**config.mk**
```make
export PLATFORM = sky130hd
export DESIGN_NAME = sab_top
export DESIGN_NICKNAME = d
export VERILOG_FILES = /design/src/sab_pkg.sv /design/src/sab_tick_gen.sv /design/src/sab_sar.sv /design/src/sab_top.sv
export SDC_FILE = /design/constraint.sdc
export NUM_CORES = 1
export LEC_CHECK = 0
export BUFFER_PORTS_ARGS = -buffer_cell sky130_fd_sc_hd__clkbuf_2
export CORE_ASPECT_RATIO = 2
export CORE_MARGIN = 3
export CORE_UTILIZATION = 44
export DETAILED_ROUTE_END_ITERATION = 8
export GPL_ROUTABILITY_DRIVEN = 0
export PLACE_DENSITY = 0.76
export SLEW_MARGIN = 20
export SYNTH_ARGS = -nofsm -noshare
export SYNTH_HDL_FRONTEND = slang
export SYNTH_SLANG_ARGS = --single-unit
```
**constraint.sdc**
```tcl
create_clock -name ref_clk_i -period 1.9 [get_ports ref_clk_i]
set_input_delay 0.38 -clock ref_clk_i [delete_from_list [all_inputs] [get_ports ref_clk_i]]
set_output_delay 0.38 -clock ref_clk_i [all_outputs]
set_load 0.03 [all_outputs]
```
**src/sab_pkg.sv**
```systemverilog
// Purpose: shared constants for the converter control and bus interface
// Assumes: 40 MHz ref_clk_i, synchronous active-high reset
// Notes:
// Behaviour
// - data lines driven only while select and read strobe are both low
// - 12-bit result plus status bit delivered as two bytes
// - byte select low gives result bits 7..0, lsb on line 0
// - byte select high gives status, three zeros, result bits 11..8
// - status bit high while converting, low when finished
// - busy output low for the whole conversion, high otherwise
// - write strobe with select low starts a conversion
// - reads during conversion return the partial approximation register
// - a start during a conversion abandons it and restarts
// - autozero while idle, at least 10 us before every internal-clock conversion
// - internal clock: autozero extended after strobe, then 12 decision pulses
// - external clock: msb decided on second falling clock edge after strobe
// - at 140 kHz a full conversion with autozero takes about 96 us
// - natural binary code, 4096 equal steps
// - byte select change during a read switches the driven byte
package sab_pkg;
    localparam int unsigned CLK_HZ        = 40_000_000;
    localparam int unsigned CLK_PERIOD_NS = 25;
    localparam int unsigned AZ_TIME_NS    = 10_000;
    localparam int unsigned CONV_CLK_HZ   = 140_000;
    // least time: round up
    localparam int unsigned AZ_CYC_INT    = (AZ_TIME_NS + CLK_PERIOD_NS - 1) / CLK_PERIOD_NS;
    // converter clock period: longest, round down
    localparam int unsigned CONV_CYC_INT  = CLK_HZ / CONV_CLK_HZ;
    localparam logic [11:0] AZ_CYC        = AZ_CYC_INT[11:0];
    localparam logic [11:0] CONV_CYC      = CONV_CYC_INT[11:0];

    localparam int unsigned RES_BITS      = 12;
    localparam logic [11:0] SAR_FIRST     = 12'h0800;
    localparam logic [3:0]  MSB_IDX       = 4'hb;
    localparam logic [1:0]  EXT_EDGE_MSB  = 2'h2;

    localparam logic [3:0]  ADDR_CTRL     = 4'h0;
    localparam logic [3:0]  ADDR_STATUS   = 4'h4;
    localparam int unsigned CTRL_EXT_BIT  = 0;
    localparam int unsigned STAT_BUSY_BIT = 31;
    localparam logic        CTRL_RESET    = 1'b0;
    localparam logic [1:0]  RESP_OKAY     = 2'h0;
    localparam logic [1:0]  RESP_SLVERR   = 2'h2;

    typedef enum logic [1:0] {
        ST_IDLE = 2'b00,
        ST_HOLD = 2'b01,
        ST_RUN  = 2'b11
    } sab_state_t;
endpackage

```
**src/sab_tick_gen.sv**
```systemverilog
// Purpose: autozero timing and decision strobes from internal or external clock
// Assumes: conv_clk_i is synchronous to ref_clk_i
// Notes: run_i low holds the counters cleared and both outputs low
`timescale 1ns/10ps
module sab_tick_gen
    import sab_pkg::*;
(
    input  wire logic ref_clk_i,
    input  wire logic reset_i,
    input  wire logic ext_mode_i,
    input  wire logic run_i,
    input  wire logic conv_clk_i,
    output logic      az_o,
    output logic      tick_o
);
    logic [11:0] cnt_q;
    logic        az_q;
    logic        clk_prev_q;
    logic [1:0]  fall_cnt_q;

    wire fall     = clk_prev_q && !conv_clk_i;
    wire az_end   = az_q && (cnt_q == AZ_CYC - 12'h001);
    wire per_end  = !az_q && (cnt_q == CONV_CYC - 12'h001);
    wire int_tick = !ext_mode_i && per_end;
    // first falling edge only arms, second and later decide
    wire ext_tick = ext_mode_i && fall && (fall_cnt_q != 2'h0);

    assign az_o   = run_i && az_q && !ext_mode_i;
    assign tick_o = run_i && (int_tick || ext_tick);

    always_ff @(posedge ref_clk_i) begin
        if (reset_i) begin
            clk_prev_q <= 1'b0;
        end else begin
            clk_prev_q <= conv_clk_i;
        end
    end

    always_ff @(posedge ref_clk_i) begin
        if (reset_i || !run_i) begin
            cnt_q      <= 12'h000;
            az_q       <= 1'b1;
            fall_cnt_q <= 2'h0;
        end else begin
            // internal mode extends autozero itself after the strobe
            cnt_q <= (az_end || per_end || ext_mode_i) ? 12'h000 : cnt_q + 12'h001;
            if (az_end || ext_mode_i) begin
                az_q <= 1'b0;
            end
            if (fall && fall_cnt_q != EXT_EDGE_MSB) begin
                fall_cnt_q <= fall_cnt_q + 2'h1;
            end
        end
    end
endmodule

```
**src/sab_sar.sv**
```systemverilog
// Purpose: successive approximation register, msb first, natural binary
// Assumes: comparator_i high means input at or above the trial code
// Notes: done_o pulses once after the twelfth decision
`timescale 1ns/10ps
module sab_sar
    import sab_pkg::*;
(
    input  wire logic        ref_clk_i,
    input  wire logic        reset_i,
    input  wire logic        clear_i,
    input  wire logic        tick_i,
    input  wire logic        comparator_i,
    output logic      [11:0] sar_o,
    output logic             done_o
);
    logic [11:0] sar_q;
    logic [3:0]  idx_q;
    logic        active_q;
    logic        done_q;
    logic [3:0]  dec_cnt_q;

    wire         step    = tick_i && active_q;
    wire         last    = (idx_q == 4'h0);
    wire  [11:0] bit_sel = 12'h001 << idx_q;
    wire  [11:0] nxt_sel = last ? 12'h000 : (bit_sel >> 1);
    // keep or drop the trial bit, then place the next trial bit
    wire  [11:0] kept    = comparator_i ? sar_q : (sar_q & ~bit_sel);

    assign sar_o  = sar_q;
    assign done_o = done_q;

    always_ff @(posedge ref_clk_i) begin
        if (reset_i) begin
            sar_q     <= 12'h000;
            idx_q     <= MSB_IDX;
            active_q  <= 1'b0;
            done_q    <= 1'b0;
            dec_cnt_q <= 4'h0;
        end else if (clear_i) begin
            sar_q     <= SAR_FIRST;
            idx_q     <= MSB_IDX;
            active_q  <= 1'b1;
            done_q    <= 1'b0;
            dec_cnt_q <= 4'h0;
        end else begin
            done_q <= step && last;
            if (step) begin
                sar_q     <= kept | nxt_sel;
                idx_q     <= last ? MSB_IDX : idx_q - 4'h1;
                active_q  <= !last;
                dec_cnt_q <= dec_cnt_q + 4'h1;
            end
        end
    end
endmodule

```
**src/sab_top.sv**
```systemverilog
// Purpose: converter control, host byte bus and register slave
// Assumes: host pins synchronous to ref_clk_i; data pins resolved outside
// Notes: pin outputs lag their inputs by one clock
`timescale 1ns/10ps
module sab_top
    import sab_pkg::*;
(
    input  wire logic        ref_clk_i,
    input  wire logic        reset_i,
    input  wire logic        cs_n_i,
    input  wire logic        rd_n_i,
    input  wire logic        wr_n_i,
    input  wire logic        byte_select_i,
    input  wire logic        conv_clk_i,
    input  wire logic        comparator_i,
    output logic      [7:0]  data_o,
    output logic             data_oe_o,
    output logic             busy_n_o,
    output logic             autozero_o,
    output logic      [11:0] trial_code_o,
    input  wire logic [3:0]  s_axi_awaddr_i,
    input  wire logic        s_axi_awvalid_i,
    output logic             s_axi_awready_o,
    input  wire logic [31:0] s_axi_wdata_i,
    input  wire logic [3:0]  s_axi_wstrb_i,
    input  wire logic        s_axi_wvalid_i,
    output logic             s_axi_wready_o,
    output logic      [1:0]  s_axi_bresp_o,
    output logic             s_axi_bvalid_o,
    input  wire logic        s_axi_bready_i,
    input  wire logic [3:0]  s_axi_araddr_i,
    input  wire logic        s_axi_arvalid_i,
    output logic             s_axi_arready_o,
    output logic      [31:0] s_axi_rdata_o,
    output logic      [1:0]  s_axi_rresp_o,
    output logic             s_axi_rvalid_o,
    input  wire logic        s_axi_rready_i
);
    sab_state_t  state_q;
    sab_state_t  state_d;
    logic        ext_mode_q;
    logic [7:0]  data_q;
    logic        data_oe_q;
    logic        busy_n_q;
    logic        az_q;
    logic        wr_rdy_q;
    logic        bvalid_q;
    logic [1:0]  bresp_q;
    logic        ar_rdy_q;
    logic        rvalid_q;
    logic [31:0] rdata_q;
    logic [1:0]  rresp_q;
    logic [11:0] sar;
    logic        sar_done;
    logic        tick;
    logic        tick_az;

    // select high masks both strobes
    wire start   = !cs_n_i && !wr_n_i;
    wire reading = !cs_n_i && !rd_n_i;
    wire run     = (state_q == ST_RUN);
    wire busy    = (state_q != ST_IDLE);

    function automatic logic [7:0] bus_byte(input logic hi, input logic bsy,
                                           input logic [11:0] code);
        bus_byte = hi ? {bsy, 3'b000, code[11:8]} : code[7:0];
    endfunction

    // the live register is shown, so mid-conversion reads see partial codes
    wire [7:0] byte_d = bus_byte(byte_select_i, busy, sar);

    always_comb begin
        state_d = state_q;
        unique case (state_q)
            ST_IDLE: begin
                if (start) begin
                    state_d = ST_HOLD;
                end
            end
            ST_HOLD: begin
                if (!start) begin
                    state_d = ST_RUN;
                end
            end
            ST_RUN: begin
                if (start) begin
                    state_d = ST_HOLD;
                end else if (sar_done) begin
                    state_d = ST_IDLE;
                end
            end
            default: begin
                state_d = ST_IDLE;
            end
        endcase
    end

    wire busy_n_d = (state_d == ST_IDLE);
    // autozero while idle, while the strobe is held and, in internal mode, until the timer ends it
    wire az_d     = (state_d != ST_RUN) || (tick_az && !sar_done);

    always_ff @(posedge ref_clk_i) begin
        if (reset_i) begin
            state_q    <= ST_IDLE;
            data_q     <= 8'h00;
            data_oe_q  <= 1'b0;
            busy_n_q   <= 1'b1;
            az_q       <= 1'b1;
        end else begin
            state_q    <= state_d;
            data_q     <= byte_d;
            data_oe_q  <= reading;
            busy_n_q   <= busy_n_d;
            az_q       <= az_d;
        end
    end

    sab_tick_gen u_tick (
        .ref_clk_i  (ref_clk_i),
        .reset_i    (reset_i),
        .ext_mode_i (ext_mode_q),
        .run_i      (run),
        .conv_clk_i (conv_clk_i),
        .az_o       (tick_az),
        .tick_o     (tick)
    );

    sab_sar u_sar (
        .ref_clk_i    (ref_clk_i),
        .reset_i      (reset_i),
        .clear_i      (start),
        .tick_i       (tick),
        .comparator_i (comparator_i),
        .sar_o        (sar),
        .done_o       (sar_done)
    );

    // register slave: write address and data are taken together
    wire       wr_take  = wr_rdy_q && s_axi_awvalid_i && s_axi_wvalid_i;
    wire       wr_ctrl  = (s_axi_awaddr_i == ADDR_CTRL);
    wire       wr_stat  = (s_axi_awaddr_i == ADDR_STATUS);
    wire       rd_take  = ar_rdy_q && s_axi_arvalid_i;
    wire       rd_ctrl  = (s_axi_araddr_i == ADDR_CTRL);
    wire       rd_stat  = (s_axi_araddr_i == ADDR_STATUS);
    wire [31:0] ctrl_rd = {31'h0000_0000, ext_mode_q};
    wire [31:0] stat_rd = {busy, 19'h0_0000, sar};
    wire [31:0] rd_word = rd_ctrl ? ctrl_rd : (rd_stat ? stat_rd : 32'h0000_0000);

    always_ff @(posedge ref_clk_i) begin
        if (reset_i) begin
            ext_mode_q <= CTRL_RESET;
            wr_rdy_q   <= 1'b0;
            bvalid_q   <= 1'b0;
            bresp_q    <= RESP_OKAY;
        end else begin
            wr_rdy_q <= !wr_rdy_q && !bvalid_q && s_axi_awvalid_i && s_axi_wvalid_i;
            if (wr_take) begin
                bvalid_q <= 1'b1;
                bresp_q  <= (wr_ctrl || wr_stat) ? RESP_OKAY : RESP_SLVERR;
                if (wr_ctrl && s_axi_wstrb_i[0]) begin
                    ext_mode_q <= s_axi_wdata_i[CTRL_EXT_BIT];
                end
            end else if (s_axi_bready_i) begin
                bvalid_q <= 1'b0;
            end
        end
    end

    always_ff @(posedge ref_clk_i) begin
        if (reset_i) begin
            ar_rdy_q <= 1'b0;
            rvalid_q <= 1'b0;
            rdata_q  <= 32'h0000_0000;
            rresp_q  <= RESP_OKAY;
        end else begin
            ar_rdy_q <= !ar_rdy_q && !rvalid_q && s_axi_arvalid_i;
            if (rd_take) begin
                rvalid_q <= 1'b1;
                rdata_q  <= rd_word;
                rresp_q  <= (rd_ctrl || rd_stat) ? RESP_OKAY : RESP_SLVERR;
            end else if (s_axi_rready_i) begin
                rvalid_q <= 1'b0;
            end
        end
    end

    assign data_o          = data_q;
    assign data_oe_o       = data_oe_q;
    assign busy_n_o        = busy_n_q;
    assign autozero_o      = az_q;
    assign trial_code_o    = sar;
    assign s_axi_awready_o = wr_rdy_q;
    assign s_axi_wready_o  = wr_rdy_q;
    assign s_axi_bvalid_o  = bvalid_q;
    assign s_axi_bresp_o   = bresp_q;
    assign s_axi_arready_o = ar_rdy_q;
    assign s_axi_rvalid_o  = rvalid_q;
    assign s_axi_rdata_o   = rdata_q;
    assign s_axi_rresp_o   = rresp_q;
endmodule

```
==> results by group <==
Status
  • Status: finished with violations
  • Failing checks: negative setup slack

Synth
  • Seq/Total Area, Yosys: 0.423
  • Mapped Cells: 351
  • Post-Syn Area per Cell: 9.04 µm²
  • Register bit total from synthesis: 67
  • Top post-synthesis cells by area: dfxtp_1 (42%), nor2_1 (6.3%), buf_4 (5.7%), ha_1 (3.6%), a22oi_1 (2.6%)
  • Asr flop ratio synth: 0
  • Most common cell in the netlist: dfxtp_1
  • Distinct cells, synth: 57
  • Share of the synthesized area in the top cell type: 0.423
  • Cell taking the most area after synthesis: dfxtp_1
  • Synth warn: 0
  • Cell area after synthesis: roughly 0.0032 mm²
  • EDFF count, synth: 0
  • Most frequent cells after synthesis: dfxtp_1 (67), nor2_1 (53), buf_4 (24)
  • Dominant synthesized flop cell: dfxtp_1

Timing
  • Fin. Hold Viols: 0
  • Final setup vio count: 1
  • Post-layout min period: roughly 1.9 ns
  • Max transition margin: 0.618
  • Clock Skews: 0.00620 ns
  • RSZ-0062 raised after global routing: true
  • Worst Max-Slew Pin Slew: 0.570 ns
  • Max Freq: about 520 MHz
  • Setup WS post-layout: -0.0152 ns
  • Max-slew violations: 0
  • Hold Slack: 0.226 ns
  • Crit share post-route: 1.01

Setup path
  • CP arrival: approximately 2.1 ns
  • Crit path max fanout: 7
  • Setup CP Type: register to register
  • Worst Setup End Kind: register
  • Reg2Reg Setup Slack: -0.02 ns
  • Crit path launch type: register
  • Required @ worst endpoint: 2.10 ns

Cells and area
  • Synthesis-to-layout area growth: 29.1%
  • Share of cells above drive strength 1: 0.315
  • Nets: around 510
  • Post-layout instance area: 0.00409 mm²
  • Fin util: 0.585
  • Antenna diode count: 0
  • Fin cells: 538

Die
  • Starting density of the core: 0.453
  • DIE AREA: 0.00833 mm²
  • # IOs: 121
  • Die Y: 126 µm
  • Chip width: 66.0 µm
  • Core Area: 0.00699 mm²
  • Site Rows: 43

Placement
  • Placed Cells incl. Taps: 516
  • Pre-CTS WS: -0.0743 ns
  • Placed standard-cell area: 0.00361 mm²
  • IO Port Bufs: 65
  • Post-DP HPWL: 5900 µm

Route
  • Via density per instance: 5.41
  • Pre-Repair DR Iteration Count: 4
  • Overall via count from detail_route: 2,911
  • Post-DR wirelength/cell: 15.0 µm
  • Final WL: 8100 µm
  • Initial DRC Count: ~200
  • Post-DRT Antenna Nets: 0
  • # DRC: 0

CTS
  • Cts bufs inserted: 9
  • Clk_lat worst skew: 0.34 ns
  • TritonCTS clock tree: built
  • CTS root buf: clkbuf_16
  • CTS Buffer Depth: 2
  • Clk sinks: 67
  • Htree depth: 3
  • Clk slew on worst S/H paths: 0.05 ns

Hold path
  • HP Class: input port to register

Power
  • Pleak: 1.63 nW
  • Cell Pwr Density: 802 mW/mm²
  • Peak supply drop: around 0.57 mV

Global route
  • Vias in the first global route: 2,754
  • First-pass GRT wire length: 12,300 µm
  • GRT Residual Overflow: 0
  • GRT Total Usage: 0.192
  • Initial antenna violation count: 0
  • Largest net degree at the start of global routing: 23

Run
  • Max cap viols: 0
[cells by family after synthesis]
kind of cell,Yosys count,synth area share
buffers and inverters,51,0.110
flip-flops,67,0.423
XOR/XNOR,11,0.0304
adder cells (fa/ha/maj),9,0.0355
other,1,0.00118
AO/OA/AOI/OAI,66,0.146
AND/OR/NAND/NOR,137,0.225
multiplexers,9,0.0288
[power by group]
group / switching (mW) / internal (mW)
logic: 0.158 / 0.0581
registers: 0.0132 / 1.42
clock network: 0.588 / 1.04
[state kept, by name, summed over array words and instances (netlist names), 2 cells and up]
| name | count |
|---|---|
| s_axi_rdata_o | 13 |
| u_tick.cnt_q | 12 |
| data_o | 8 |
| state_q | 2 |
| u_tick.fall_cnt_q | 2 |
| u_sar.sar_o | 12 |
| u_sar.idx_q | 4 |
[final cells by class]
type / count / area, µm²
clock inverters: 5 / 52.6
well taps: 90 / 113
repair buffers: 103 / 641
multi-input cells: 253 / 1670
clock buffers: 11 / 243
fillers: 605 / 2900
flip-flops and latches: 67 / 1340
inverters: 9 / 33.8
[routing by layer]
metal	track usage	wire [µm]	up-vias
li1	-	-	1389
met1	0.179	2790	1369
met2	0.348	4470	115
met3	0.0553	459	38
met4	0.125	380	0
met5	0	0	-
[worst paths after layout]
path | start | endpoint | cells after the start
max | u_tick.fall_cnt_q[1] | u_sar.sar_o[8] | 6
min | rd_n_i | data_oe_o | 2
max reg2reg | u_tick.fall_cnt_q[1] | u_sar.sar_o[8] | 6
min reg2reg | s_axi_rdata_o[0] | s_axi_rdata_o[0] | 2
[cells in the final DEF (no fill, tap or decap), types with 2 or more instances in the layout]
master,n
nor4_1,4
o21ai_0,14
and3_1,2
a21oi_1,10
inv_1,7
a211oi_1,3
a2111oi_4,3
ha_1,8
a22oi_1,11
a32o_1,5
xor2_1,2
nor3_1,14
inv_2,2
clkinv_2,3
buf_4,36
nand4b_1,2
clkbuf_16,10
clkbuf_2,65
nor2_1,53
dfxtp_2,2
nor4bb_1,2
dfxtp_1,65
nand4_1,5
mux2i_1,8
nand2b_1,2
nor2b_1,4
conb_1,21
nor3b_1,2
nand3_1,6
xnor2_1,9
nand2_1,22
or2_2,2
and2_1,5
a2111oi_2,5
o22ai_1,5
[through the flow]
step / total power, mW / TNS, ns
after global routing: 3.37 / -0.0386
final: 3.28 / -0.0152
after floorplan: 1.65 / 0
after global placement: 1.67 / -0.0182
after CTS: 3.31 / -0.0485
after detailed placement: 1.67 / -0.123
[critical path: stages (launching register included)]
cell and delay [ns]:
dfxtp_2 0.33, inv_2 0.05, ha_4 0.15, or4bb_4 0.58
buf_12 0.17, a2111oi_4 0.35, o22ai_1 0.13
[timing repair]
action,4_1_cts,5_1_grt
gates cloned,0,1
hold buffers,0,0
setup buffers,0,5
setup endpoints to repair,5,12
pin swaps,0,7
resized for setup,5,25
Note: power is estimated with default switching activity, not from simulation.
